<file path="src/temp_sensor_pkg.sv">
// Purpose: Shared constants for the temperature sensor register block
// Assumes: Register index is 3 bits, data port is 16 bits wide
// Notes: 8-bit registers sit in the low byte of the data port
`default_nettype none

package temp_sensor_pkg;

    // Register indices
    localparam logic [2:0] ADDR_CONDITION = 3'h0;
    localparam logic [2:0] ADDR_SETUP = 3'h1;
    localparam logic [2:0] ADDR_TEMP = 3'h2;
    localparam logic [2:0] ADDR_REVISION = 3'h3;
    localparam logic [2:0] ADDR_CRIT = 3'h4;
    localparam logic [2:0] ADDR_HYST = 3'h5;
    localparam logic [2:0] ADDR_HIGH = 3'h6;
    localparam logic [2:0] ADDR_LOW = 3'h7;

    // Power-on values
    localparam logic [7:0] CONDITION_RESET = 8'h80;
    localparam logic [7:0] SETUP_RESET = 8'h00;
    localparam logic [15:0] TEMP_RESET = 16'h0000;
    localparam logic [15:0] CRIT_RESET = 16'h4980;
    localparam logic [7:0] HYST_RESET = 8'h05;
    localparam logic [15:0] HIGH_RESET = 16'h2000;
    localparam logic [15:0] LOW_RESET = 16'h0500;

    // Condition register fields
    localparam int COND_READY_N_BIT = 7;
    localparam int COND_FLAG_LSB = 4;
    localparam logic [3:0] COND_UNUSED = 4'h0;

    // Setup register fields
    localparam int SETUP_RES_BIT = 7;
    localparam int SETUP_MODE_LSB = 5;
    localparam logic [1:0] MODE_ONE_SHOT = 2'h1;
    localparam logic [1:0] MODE_ONE_SPS = 2'h2;

    // Alarm channels, index equals flag position in the 13-bit word
    localparam int CH_LOW = 0;
    localparam int CH_HIGH = 1;
    localparam int CH_CRIT = 2;
    localparam int NUM_CH = 3;

    // Word layout: 13-bit data in [15:3], weight 1/128 degree per bit 0
    localparam logic [15:0] MASK_13BIT = 16'hfff8;
    localparam int HYST_SHIFT = 7;

    typedef enum {CMP_IDLE, CMP_EVAL} cmp_state_t;

endpackage : temp_sensor_pkg

`default_nettype wire

</file>
<file path="src/limit_check.sv">
// Purpose: Signed limit compare with hysteresis for one alarm channel
// Assumes: Value and limit share the 1/128 degree scale, margin in whole degrees
// Notes: Widened by two bits so limit plus or minus margin never wraps
`default_nettype none

module limit_check #(
    parameter int WIDTH = 16
) (
    // Operands
    input wire logic [WIDTH-1:0] value,
    input wire logic [WIDTH-1:0] limit,
    input wire logic [7:0] margin,
    // Direction: high for an under-limit alarm
    input wire logic below,
    // Outcome
    output logic trip,
    output logic recover
);
    import temp_sensor_pkg::*;

    localparam int EW = WIDTH + 2;

    logic signed [EW-1:0] value_ext;
    logic signed [EW-1:0] limit_ext;
    logic signed [EW-1:0] margin_ext;

    assign value_ext = EW'($signed(value));
    assign limit_ext = EW'($signed(limit));
    assign margin_ext = $signed(EW'(margin) << HYST_SHIFT);

    always_comb begin
        if (below) begin
            trip = value_ext < limit_ext;
            recover = value_ext > (limit_ext + margin_ext);
        end else begin
            trip = value_ext > limit_ext;
            recover = value_ext < (limit_ext - margin_ext);
        end
    end

endmodule : limit_check

`default_nettype wire

</file>
<file path="src/temp_word_format.sv">
// Purpose: Shapes raw conversion codes and the readable temperature word
// Assumes: Raw code is a full 16-bit two's complement result
// Notes: Purely combinational; caller registers whatever it keeps
`default_nettype none

module temp_word_format (
    // Mode
    input wire logic res16,
    // Raw result and stored word
    input wire logic [15:0] raw_code,
    input wire logic [15:0] stored,
    input wire logic [2:0] flags,
    // Shaped words
    output logic [15:0] store_word,
    output logic [15:0] view_word,
    output logic [15:0] fixed_q7
);
    import temp_sensor_pkg::*;

    // 13-bit mode keeps sixteenths of a degree only
    assign store_word = res16 ? raw_code : (raw_code & MASK_13BIT);
    // Low bits carry alarm flags unless extended
    assign view_word = res16 ? stored : ((stored & MASK_13BIT) | {13'h0000, flags});
    // Both widths share the 1/128 scale: code/16 in 13-bit equals word/128
    assign fixed_q7 = res16 ? stored : (stored & MASK_13BIT);

endmodule : temp_word_format

`default_nettype wire

</file>
<file path="src/temp_sensor_regs.sv">
// Purpose: Register file, alarm flags and ready flag of the temperature sensor
// Assumes: Conversion results and register accesses come from logic on clk
// Notes: Read data appears one cycle after the read strobe
//
// Functional notes
// - In 13-bit mode one result step equals one sixteenth degree.
// - After each conversion compare stored result against critical, high and low limits.
// - Temperature and limit words default to 13-bit two's complement, sign in MSB.
// - After power-up the three lowest temperature bits are alarm flags.
// - Setup bit 7 set makes the word full 16-bit temperature data.
// - Power-on default is 13-bit temperature width.
// - 13-bit code decodes as code/16, or (code-8192)/16 when negative.
// - 16-bit code decodes as code/128, or (code-65536)/128 when negative.
// - Condition, temperature and revision registers ignore host writes.
// - Alarm flags clear on condition read or return inside limit with hysteresis.
// - Ready bit 7 goes low on new result, high on temperature read.
// - In one-shot and 1 SPS modes a setup write also sets ready high.
// - Bit 4 sets below low limit, clears on read or above low plus margin.
// - Bit 5 sets above high limit, clears on read or below high minus margin.
// - Bit 6 sets above critical limit, clears on read or below critical minus margin.
// - In 13-bit mode word bits 2, 1, 0 carry critical, high, low flags.
`default_nettype none

module temp_sensor_regs
    import temp_sensor_pkg::*;
#(
    // Identity fields, values arbitrary
    parameter logic [4:0] MAKER_CODE = 5'h0a,
    parameter logic [2:0] REVISION_CODE = 3'h3
) (
    // Clock and reset
    input wire logic clk,
    input wire logic sys_rst,
    // Conversion results from the converter
    input wire logic conv_valid,
    input wire logic [15:0] conv_code,
    // Register access
    input wire logic [2:0] reg_addr,
    input wire logic reg_wr,
    input wire logic [15:0] reg_wdata,
    input wire logic reg_rd,
    output logic [15:0] reg_rdata,
    output logic reg_rvalid,
    // State for the rest of the device
    output logic [7:0] setup_word,
    output logic [NUM_CH-1:0] alarm_state,
    output logic [15:0] temp_q7,
    output logic result_ready_n
);
    import temp_sensor_pkg::*;

    ////////////////////////////////////////////////////////////////////////////
    // Storage

    logic [15:0] temp_word;
    logic [15:0] crit_limit;
    logic [15:0] high_limit;
    logic [15:0] lower_limit;
    logic [7:0] hysteresis_margin;
    logic [NUM_CH-1:0] cond_flag;
    cmp_state_t cmp_state;

    logic res16;
    logic wr_setup;
    logic rd_condition;
    logic rd_temp;
    logic [1:0] next_mode;
    logic [15:0] store_word;
    logic [15:0] view_word;
    logic [15:0] fixed_word;
    logic [15:0] cmp_value;
    logic [15:0] cmp_limit [NUM_CH];
    logic [NUM_CH-1:0] trip;
    logic [NUM_CH-1:0] recover;
    logic eval;
    logic mode_wr;
    logic [7:0] cond_view;

    assign res16 = setup_word[SETUP_RES_BIT];
    assign wr_setup = reg_wr && (reg_addr == ADDR_SETUP);
    assign rd_condition = reg_rd && (reg_addr == ADDR_CONDITION);
    assign rd_temp = reg_rd && (reg_addr == ADDR_TEMP);
    assign next_mode = reg_wdata[SETUP_MODE_LSB +: 2];
    assign eval = (cmp_state == CMP_EVAL);

    ////////////////////////////////////////////////////////////////////////////
    // Derived controls

    // Continuous and shutdown writes leave the ready flag alone
    assign mode_wr = wr_setup && ((next_mode == MODE_ONE_SHOT) || (next_mode == MODE_ONE_SPS));
    // Condition view; low nibble is hard-wired zero
    assign cond_view = {result_ready_n, cond_flag[CH_CRIT], cond_flag[CH_HIGH], cond_flag[CH_LOW],
                        COND_UNUSED};

    ////////////////////////////////////////////////////////////////////////////
    // Word shaping

    temp_word_format u_format (
        .res16(res16),
        .raw_code(conv_code),
        .stored(temp_word),
        .flags(alarm_state),
        .store_word(store_word),
        .view_word(view_word),
        .fixed_q7(fixed_word)
    );

    ////////////////////////////////////////////////////////////////////////////
    // Writable registers; other indices ignore writes

    // Power-on width is 13-bit since the setup reset clears bit 7
    always_ff @(posedge clk or posedge sys_rst) begin
        if (sys_rst) begin
            setup_word <= SETUP_RESET;
        end else if (wr_setup) begin
            setup_word <= reg_wdata[7:0];
        end
    end

    always_ff @(posedge clk or posedge sys_rst) begin
        if (sys_rst) begin
            crit_limit <= CRIT_RESET;
            high_limit <= HIGH_RESET;
            lower_limit <= LOW_RESET;
            hysteresis_margin <= HYST_RESET;
        end else if (reg_wr) begin
            unique case (reg_addr)
                ADDR_CRIT: begin
                    crit_limit <= reg_wdata;
                end
                ADDR_HIGH: begin
                    high_limit <= reg_wdata;
                end
                ADDR_LOW: begin
                    lower_limit <= reg_wdata;
                end
                ADDR_HYST: begin
                    // Upper byte of the write is dropped on purpose
                    hysteresis_margin <= reg_wdata[7:0];
                end
                default: begin
                    // Condition, setup, temperature and revision untouched here
                end
            endcase
        end
    end

    ////////////////////////////////////////////////////////////////////////////
    // Temperature result

    // Only the converter loads this; host writes never reach it
    always_ff @(posedge clk or posedge sys_rst) begin
        if (sys_rst) begin
            temp_word <= TEMP_RESET;
        end else if (conv_valid) begin
            temp_word <= store_word;
        end
    end

    always_ff @(posedge clk or posedge sys_rst) begin
        if (sys_rst) begin
            temp_q7 <= TEMP_RESET;
        end else begin
            temp_q7 <= fixed_word;
        end
    end

    ////////////////////////////////////////////////////////////////////////////
    // Compare sequencing: compare the stored word the cycle after it lands

    always_ff @(posedge clk or posedge sys_rst) begin
        if (sys_rst) begin
            cmp_state <= CMP_IDLE;
        end else begin
            unique case (cmp_state)
                CMP_IDLE: begin
                    if (conv_valid) begin
                        cmp_state <= CMP_EVAL;
                    end
                end
                CMP_EVAL: begin
                    cmp_state <= conv_valid ? CMP_EVAL : CMP_IDLE;
                end
            endcase
        end
    end

    // Limits lose their low bits in 13-bit mode, like the value
    assign cmp_value = res16 ? temp_word : (temp_word & MASK_13BIT);
    assign cmp_limit[CH_LOW] = res16 ? lower_limit : (lower_limit & MASK_13BIT);
    assign cmp_limit[CH_HIGH] = res16 ? high_limit : (high_limit & MASK_13BIT);
    assign cmp_limit[CH_CRIT] = res16 ? crit_limit : (crit_limit & MASK_13BIT);

    ////////////////////////////////////////////////////////////////////////////
    // Alarm channels

    // One compare per channel, all fed the same masked value
    genvar ch;
    generate
        for (ch = 0; ch < NUM_CH; ch++) begin : g_alarm
            limit_check #(
                .WIDTH(16)
            ) u_check (
                .value(cmp_value),
                .limit(cmp_limit[ch]),
                .margin(hysteresis_margin),
                .below(ch == CH_LOW),
                .trip(trip[ch]),
                .recover(recover[ch])
            );

            // Outcome held with hysteresis; a read does not clear it
            always_ff @(posedge clk or posedge sys_rst) begin
                if (sys_rst) begin
                    alarm_state[ch] <= 1'b0;
                end else if (eval && trip[ch]) begin
                    alarm_state[ch] <= 1'b1;
                end else if (eval && recover[ch]) begin
                    alarm_state[ch] <= 1'b0;
                end
            end

            // Sticky flag; a new trip beats a same-cycle read clear
            always_ff @(posedge clk or posedge sys_rst) begin
                if (sys_rst) begin
                    cond_flag[ch] <= 1'b0;
                end else if (eval && trip[ch]) begin
                    cond_flag[ch] <= 1'b1;
                end else if (rd_condition || (eval && recover[ch])) begin
                    cond_flag[ch] <= 1'b0;
                end
            end
        end
    endgenerate

    ////////////////////////////////////////////////////////////////////////////
    // Ready flag, active low

    // Written mode value decides whether a setup write counts
    always_ff @(posedge clk or posedge sys_rst) begin
        if (sys_rst) begin
            result_ready_n <= CONDITION_RESET[COND_READY_N_BIT];
        end else if (conv_valid) begin
            result_ready_n <= 1'b0;
        end else if (rd_temp) begin
            result_ready_n <= 1'b1;
        end else if (mode_wr) begin
            result_ready_n <= 1'b1;
        end
    end

    ////////////////////////////////////////////////////////////////////////////
    // Read port

    // Data is captured before any read side effect lands
    // No default: all eight indices are mapped
    always_ff @(posedge clk or posedge sys_rst) begin
        if (sys_rst) begin
            reg_rdata <= 16'h0000;
        end else if (reg_rd) begin
            unique case (reg_addr)
                ADDR_CONDITION: begin
                    reg_rdata <= {8'h00, cond_view};
                end
                ADDR_SETUP: begin
                    reg_rdata <= {8'h00, setup_word};
                end
                ADDR_TEMP: begin
                    reg_rdata <= view_word;
                end
                ADDR_REVISION: begin
                    reg_rdata <= {8'h00, MAKER_CODE, REVISION_CODE};
                end
                ADDR_CRIT: begin
                    reg_rdata <= crit_limit;
                end
                ADDR_HYST: begin
                    reg_rdata <= {8'h00, hysteresis_margin};
                end
                ADDR_HIGH: begin
                    reg_rdata <= high_limit;
                end
                ADDR_LOW: begin
                    reg_rdata <= lower_limit;
                end
            endcase
        end
    end

    always_ff @(posedge clk or posedge sys_rst) begin
        if (sys_rst) begin
            // Answer pulse lines up with the data capture
            reg_rvalid <= 1'b0;
        end else begin
            reg_rvalid <= reg_rd;
        end
    end

endmodule : temp_sensor_regs

`default_nettype wire

</file>
<file path="config.mk">
export PLATFORM = sky130hd
export DESIGN_NAME = temp_sensor_regs
export DESIGN_NICKNAME = d
export VERILOG_FILES = /design/src/temp_sensor_pkg.sv /design/src/limit_check.sv /design/src/temp_word_format.sv /design/src/temp_sensor_regs.sv
export SDC_FILE = /design/constraint.sdc
export NUM_CORES = 1
export LEC_CHECK = 0
export ABC_AREA = 1
export BUFFER_PORTS_ARGS = -buffer_cell sky130_fd_sc_hd__buf_2
export CAP_MARGIN = 40
export CORE_MARGIN = 5
export CORE_UTILIZATION = 45
export CTS_CLUSTER_DIAMETER = 200
export DETAILED_ROUTE_END_ITERATION = 12
export GPL_TIMING_DRIVEN = 0
export PLACE_DENSITY = 0.68
export SKIP_CTS_REPAIR_TIMING = 1
export SLEW_MARGIN = 20
export SYNTH_ARGS = -nofsm -noshare
export SYNTH_HDL_FRONTEND = slang
export SYNTH_SLANG_ARGS = --single-unit
</file>
<file path="constraint.sdc">
create_clock -name clk -period 4.6 [get_ports clk]
set_input_delay 0.69 -clock clk [delete_from_list [all_inputs] [get_ports clk]]
set_output_delay 0.69 -clock clk [all_outputs]
set_load 0.02 [all_outputs]
</file>
==> results of run 1 <==
-- final cells by class --
cell class	instances	area share, %
multi-input combinational	750	46.50
sequential	121	32.24
inverter	158	6.342
timing repair buffer	84	4.697
clock buffer	18	4.657
tap	229	3.038
buffer	24	1.314
clock inverter	14	1.207
-- through the flow --
step | setup WS (ps) | area (µm²) | power, mW | cells
3_5_place_dp | 1340 | 8877 | 3.256 | 1366
6_report | 1207 | 9430 | 4.517 | 1398
2_1_floorplan | 712.4 | 8143 | 2.730 | 1053
5_1_grt | 895.5 | 9430 | 4.870 | 1398
4_1_cts | 1246 | 9430 | 4.517 | 1398
3_3_place_gp | -631.3 | 8845 | 3.209 | 1365
-- path summary, 6_finish.rpt --
check / startpoint / end / slack, ps
min in group clk: conv_valid / cmp_state[0] / 380
max in group asynchronous: sys_rst / result_ready_n / 3550
hold / removal: sys_rst / setup_word[3] / 330
hold reg to reg: reg_rdata[11] / reg_rdata[11] / 470
setup reg to reg: hysteresis_margin[0] / alarm_state[0] / 1210
setup / recovery: hysteresis_margin[0] / alarm_state[0] / 1210
-- registers in the layout (all words and copies together) (netlist names), 3 cells and up --
signal,count
temp_word,16
high_limit,16
alarm_state,3
cond_flag,3
setup_word,8
lower_limit,16
reg_rdata,16
hysteresis_margin,8
temp_q7,16
crit_limit,16
-- report_power, final --
part	internal, mW	leakage (nW)	switching [mW]
registers	1.26	1.49	0.199
clock network	0.714	0.266	0.538
logic	0.690	3.36	1.12
total	2.66	5.12	1.86
-- cells in the final DEF, fill, tap and decap left out, drive strengths merged, types with 7 or more instances in the layout --
| master | synthesis | routed |
|---|---|---|
| dfstp | 10 | 10 |
| nand3 | 27 | 27 |
| buf | 12 | 96 |
| xor2 | 16 | 16 |
| nand2 | 300 | 300 |
| nor3 | 7 | 7 |
| a22oi | 7 | 7 |
| clkbuf | 12 | 30 |
| nor2 | 50 | 50 |
| inv | 158 | 164 |
| o211ai | 7 | 7 |
| nand4 | 10 | 10 |
| o22ai | 22 | 22 |
| a21oi | 67 | 67 |
| dfrtp | 111 | 111 |
| ha | 102 | 102 |
| o21ai | 103 | 103 |
-- routing by layer --
metal / up-vias / global-route usage, %
met4: 0 / 6.824
li1: 3659 / -
met3: 34 / 3.208
met1: 3500 / 35.04
met5: - / 0
met2: 254 / 36.33
-- worst max-delay path: stages (launching register included) --
cell and delay, ps:
dfstp_2 610, ha_1 220, inv_1 70, fa_1 410
o21ai_0 350, nand2_1 110, o311ai_0 140, xor2_1 130
ha_1 400, nand4_1 160, nor3b_1 200, nand2_1 90
nand3_1 100, nand3_1 150, nand2_1 90, nand2_1 50
-- logic make-up (layout without fill, tap and decap cells) --
family / count (synthesis) / after routing / share of synthesized area (%)
AOI/OAI and AO/OA: 220 / 220 / 14.80
xor gates and xnor gates: 21 / 21 / 2.259
adders and majority gates: 105 / 105 / 16.41
buffers and inverters: 182 / 298 / 8.804
DFF: 121 / 121 / 37.34
muxes: 3 / 3 / 0.4148
and+or+nand+nor: 401 / 401 / 19.98
==> results, run 1 <==
- The worst min-delay path class is in -> async.
- The number of hold violations in the final report came to 0.
- The initial core utilization is 45.49%.
- Sequential elements use 37.34% of the synthesized area.
- The analysis attributes to cell leakage a power of 5.122 nW.
- The final setup skew is 7.893 ps.
- Across the VDD grid, the largest voltage drop is 0.0002913 V.
- The wire length of the first global-routing pass is 37.76 mm.
- The worst path uses 73.77% of the clock period.
- During placement, the flow inserted port buffers numbering 83.
- The highest metal layer carrying signal wires in the routed design is met4.
- The number of optimization iterations in the first detailed-route pass is 5.
- The power density over the cells is 479.0 nW/µm².
- The wire length on met1 is 11.38 mm.
- The TritonCTS clock tree is yes.
- The HPWL after detailed placement is 19.31 mm.
- In the synthesized netlist the async set-or-reset flop fraction comes to 100.0%.
- The routed wire length is 24.28 mm.
- The routability congestion estimate from global placement is 0.9635.
- Along the worst path, the maximum fanout reaches 5.
- The required time of the critical path is 4910 ps.
- Cells fill 52.68% of the core in the end.
- The clock latency at the later pin of the worst-skew pair is 420 ps.
- For the final routed database, the setup TNS stands at 0 ps.
- Relative to the synthesized area, the layout overhead comes to 15.81%.
- The transition time at the pin with the least slew margin is 637.4 ps.
- The area of the core is 17900 µm².
- Fill cells in the final layout number 1792.
- The detailed route wirelength on metal3 is 1.609 mm.
- The pin count of the biggest net entering global routing is 62.
- The TritonCTS buffer count is 17.
- The count of cell types in the netlist is 41.
- In the final layout, the multi-input gates occupy 4385 µm².
- Counting cells, the worst reg-to-reg path comes to 15.
- STA puts the critical path data arrival time at 3700 ps.
- STA classifies the critical path endpoint as a flop.
- The number of antenna repair diodes is 0.
- The cell with the most instances after synthesis is nand2_1.
- The total of warnings raised by yosys is 0.
- The number of antenna violations at the first check in global routing was 0.
- Synthesis produced a netlist with a net count of 1198.
- In this run the count of I/O pins placed on the die edge is 85.
- After synthesis, the mean cell area works out to 7.733 µm².
- The number of global-route vias before repair was 6872.
- The clock period minus final worst setup slack is 3393 ps.
- The tightest hold margin is 327.7 ps.
- Yosys attributes the largest share of cell area to dfrtp_1, ha_1, nand2_1, inv_1, o21ai_0.
- The die boundary width is 144.5 µm.
- Clock-pin slew was measured on the worst setup and hold paths at 60 ps.
- The via density per instance is 5.327.
- The tree is rooted in a clkbuf_16.
- The commonest cells after synthesis are nand2_1, inv_1, dfrtp_1.
- The all-layer global routing usage is 23.70%.
- The clock net in this run drives a total of 121 sinks.
- The synthesized design contains 0 enable-type register cells.
- The synthesized design contains 121 register bits.
- Setup repair after global routing left no endpoint under its margin.
- The detailed-routed wire length on met2 is 10.78 mm.
- The H-tree depth is 4.
- Across the run, the number of max-cap violations was 0.
- For this run, design rule violations remaining after detail routing come to 0.
- The floorplan row count is 49.
- After global routing the overflow that remains totals 0.
- The type of the setup path with the least slack is reg -> reg.
- The worst slew margin relative to its limit is 57.50%.
- Once detail routing completed, the nets flagged for antenna violations numbered 0.
- After detailed routing, the average wire length per cell comes to 17.37 µm.
- The number of nets at the end of the flow is 1301.
- The most used flip-flop cell after synthesis is dfrtp_1.
- The number of buffers between clock root and the deepest sink is 2.
- The sequential cell area is 3040 µm².
- The area of the mapped netlist is 8143 µm².
- The number of pins exceeding their max-slew limit in the final report is 0.
- The detailed router finished its first iteration with 745 violations.
- The number of setup violations in the final report is 0.
- STA classifies the critical path startpoint as a flop.
- The routed layout has 7447 vias.
- The flow ran to the end, and the final reports show no timing, DRC or antenna violations.
- The cell count after synthesis came out at 1053.
- The maximum clock rate is 294.7 MHz.
- Summed over all instances, the cell type with the most area after synthesis is dfrtp_1.
- The area enclosed by the die boundary is 20890 µm².
- In this run the biggest area consumer among cell types represents 34.11% of the synthesized area.
- The die extent in y is 144.5 µm.
- The share of post-route cells with drive strength above 1 is 13.52%.
Power figures use the tool's default switching activity.
==> run 2: changes to the inputs <==
- ABC_AREA: 1 -> 0
- clock period: 4.6 -> 3.39 ns (I/O delays scaled with it)
==> results, run 2 <==
- The run finished, with violations left.
- The checks that failed: setup timing.
- The adder and majority gate portion of the synthesized area is 16.74% (+0.33 points).
- The residual antenna-violating net count after detailed routing is 0 (unchanged).
- The leakage component of the power is 4.514 nW (-12%).
- Setup repair after global routing could not meet its margin everywhere.
- The final global-route overflow total is 0 (unchanged).
- The family with the most delay on the worst path is compound AO/OA/AOI/OAI gates.
- The number of buffers inserted by port buffering was 82 (-1.2%).
- The origin of the critical flop-to-flop path is hysteresis_margin[0].
- The portion of the clock cycle consumed by the worst path in the final layout is 108.6% (+35 points).
- The routed wire length is 23.71 mm (-2.3%).
- The clock period minus final worst setup slack was 3683 ps (+289.7 ps).
- The area of the core is 17360 µm² (-3.0%).
- The most critical setup path has its endpoint at cond_flag[2].
- The nature of the critical path startpoint is a flop.
- The number of cell instances on the worst register-to-register path is 14 (-1).
- The tightest hold margin is 115.6 ps (-212.1 ps).
- The part of the Yosys area used for sequential elements is 38.09% (+0.76 points).
- The routed length per instance is 20.91 µm (+20%).
- The tree is rooted in a clkbuf_16.
- The final HPWL from detailed placement is 17.91 mm (-7.3%).
- The largest area contributor in the netlist is dfrtp_1.
- The number of top-level pins came to 85 (unchanged).
- The area enclosed by the die boundary was 20500 µm² (-1.8%).
- The clock latency at the later pin of the worst-skew pair was 430 ps (about the same).
- The largest vdd supply drop was 0.0004142 V (+42%).
- The share of post-route cells with drive strength above 1 was 28.16% (+15 points).
- The H-tree depth was 4 (unchanged).
- In the layout the commonest cells are dfrtp_1, ha_1, buf_2, inv_1, mux2_2.
- The number of buffers and inverters on the critical path is 2 (+1).
- In the synthesized netlist, the cells that appear most often are dfrtp_1, ha_1, inv_1.
- The top-area cell type share of the netlist area was 34.80% (+0.69 points).
- The XOR/XNOR share of the synthesized area is 2.085% (-0.17 points).
- The share of cell area taken by muxes after synthesis is 11.32% (+11 points).
- The number of optimization iterations in the first detailed-route pass is 7 (+2).
- The post-synthesis sequential element count was 121 (unchanged).
- The TritonCTS clock tree is yes.
- The clock sink count is 121 (unchanged).
- The area of the mapped netlist is 7981 µm² (-2.0%).
- The number of setup violations in the final report is 4 (+4).
- The all-layer global routing usage is 23.58% (-0.12 points).
- The floorplan row count is 48 (-2.0%).
- The power density over the cells is 680.6 nW/µm² (+42%).
- The data arrival time at the worst-slack endpoint was 3990 ps (+290 ps).
- STA classifies the critical path endpoint as a flop.
- The number of pins exceeding their max-slew limit in the final report is 0 (unchanged).
- The worst slew margin relative to its limit is 48.71% (-8.8 points).
- The pin count of the biggest net entering global routing came to 35 (-44%).
- The synthesized area per cell was 10.18 µm² (+32%).
- The detailed router's first-iteration violation count is 623 (-16%).
- The largest family of logic cells by synthesized area is adder cells.
- The worst setup path startpoint is hysteresis_margin[0].
- The die boundary width is 143.2 µm (-0.93%).
- The via density per instance is 5.735 (+7.7%).
- The total area of multi-input combinational cells came to 4628 µm² (+5.5%).
- The total instance count after detailed placement is 1096 (-20%).
- The number of nets at the end of the flow is 1041 (-20%).
- The count of cell instances traversed by the critical path was 14 (-1).
- The TritonCTS buffer count is 17 (unchanged).
- The final setup skew came to 7.941 ps (+0.04740 ps).
- The max capacitance violation total is 0 (unchanged).
- The number of enable flip-flop cells after synthesis was 0 (unchanged).
- The number of antenna repair diodes is 0 (unchanged).
- The transition time at the pin with the least slew margin is 769.3 ps (+131.9 ps).
- The via count of the routed design was 6504 (-13%).
- The type of the setup path with the least slack is reg -> reg.
- The required time of the critical path is 3690 ps (-1220 ps).
- The cell with the largest stage delay on the worst path is dfstp_2.
- The die extent in y is 143.2 µm (-0.93%).
- The minimum setup slack among reg-to-reg paths was -290 ps (-1500 ps).
- The delay of the slowest cell on the worst path is 620 ps (about the same).
- The area fraction in and, or, nand and nor cells after synthesis came to 10.16% (-9.8 points).
- The filler cell count was 1512 (-16%).
- The worst min-delay path class is in -> async.
- The compound-cell area share of the yosys netlist is 16.21% (+1.4 points).
- The number of global-route vias before repair is 6353 (-7.6%).
- The highest fanout seen on the critical path is 4 (-1).
- The area growth from synthesis to layout is 18.86%.
- By area the synthesized netlist is led by dfrtp_1, ha_1, mux2_2, inv_1, dfstp_2.
- The routability congestion estimate from global placement is 0.9619 (-0.17%).
- The clock transition at the register clock pins on the worst setup and hold paths after CTS is 60 ps (about the same).
- The number of antenna violations at the first check in global routing was 0 (unchanged).
- The wire length of the first global-routing pass is 36.21 mm (-4.1%).
- The share of synthesized registers carrying an async set or reset came to 100.0% (unchanged).
- The maximum clock rate is 271.5 MHz (-7.9%).
- The synthesized net count is 929 (-22%).
- The number of buffers between clock root and the deepest sink is 2 (unchanged).
- The post-synthesis instance total was 784 (-26%).
- The count of cell types in the netlist is 62 (+51%).
- The post-layout instance count excluding filler cells is 1134 (-19%).
- The worst path setup slack after routing was -293.1 ps (-1500 ps).
- The most common cell in the synthesized netlist is dfrtp_1.
- The total of warnings raised by yosys came to 0 (unchanged).
- The number of hold violations in the final report is 0 (unchanged).
- The sequential cell area is 3042 µm² (about the same).
- Leaving out fill and tap cells, the most frequent cell in the layout is dfrtp_1.
- In this run the critical register-to-register path is captured at cond_flag[2].
- The count of unresolved DRC violations after routing is 0 (unchanged).
- The critical path goes through buf_4 > ha_4 > inv_1 > fa_2 > a21o_1 > a21oi_2 > nor2b_2 > o21a_1 > o41ai_2 > xnor2_1 > ha_1 > a211o_1 > o41ai_4 > o21ai_1.
- Among all flip-flop cells after synthesis, the most frequent one is dfrtp_1.
- The initial core utilization is 45.98% (+0.50 points).
## run 2: worst reg2reg max path: stages, from the launching register on
cell and delay (ps):
dfstp_2 620, buf_4 150, ha_4 130, inv_1 50, fa_2 350, a21o_1 180
a21oi_2 180, nor2b_2 80, o21a_1 200, o41ai_2 360, xnor2_1 170, ha_1 260
a211o_1 300, o41ai_4 430, o21ai_1 120
## run 2: worst min path at each step
| stage | start | to | slack (ps) |
|---|---|---|---|
| final | sys_rst | high_limit[4] | 120 |
| after global routing | sys_rst | hysteresis_margin[5] | 110 |
| after CTS | sys_rst | hysteresis_margin[5] | 110 |
| after detailed placement | reg_rdata[6] | reg_rdata[6] | 500 |
| after global placement | lower_limit[3] | lower_limit[3] | 490 |
| after floorplan | temp_word[3] | temp_q7[3] | 440 |
## run 2: routing by layer
metal | up-vias | global-route usage, % | part of all wire [%]
li1 | 3071 | - | -
met1 | 3063 | 32.65 | 44
met2 | 301 | 35.01 | 43
met3 | 69 | 6.731 | 8.9
met4 | 0 | 9.055 | 3.8
met5 | - | 0 | 0
## run 2: final cells by class
cell class | count | share of cell area, %
Multi-Input combinational cell | 558 | 48.79
Sequential cell | 121 | 32.06
Timing Repair Buffer | 93 | 5.737
Clock buffer | 21 | 4.959
Inverter | 79 | 3.165
Tap cell | 225 | 2.968
Buffer | 26 | 1.411
Clock inverter | 11 | 0.9100
## run 2: power breakdown
part	internal, mW	total (mW)	leakage [nW]	switching [mW]
clock network	0.999	1.70	0.259	0.706
registers	1.73	2.05	1.43	0.317
logic	1.22	2.70	2.82	1.48
## run 2: cell families after synthesis
| group | after synthesis |
|---|---|
| AND/OR/NAND/NOR | 159 |
| buffers and inverters | 105 |
| multiplexers | 82 |
| adder cells (fa/ha/maj) | 105 |
| XOR/XNOR | 19 |
| flip-flops | 121 |
| AO/OA/AOI/OAI | 193 |
## run 2: metrics by stage
step	setup WS, ps	utilization [%]	TNS [ps]	power, mW	instance area, µm²
floorplan	121.3	-	0	3.837	7985
global placement	-386.6	49.99	-1466	4.524	8677
detailed placement	-357.2	50.48	-1515	4.582	8762
CTS	-392.9	53.69	-1711	6.320	9319
global route	-381.6	54.66	-1455	6.893	9487
finish	-293.1	54.66	-1069	6.457	9487
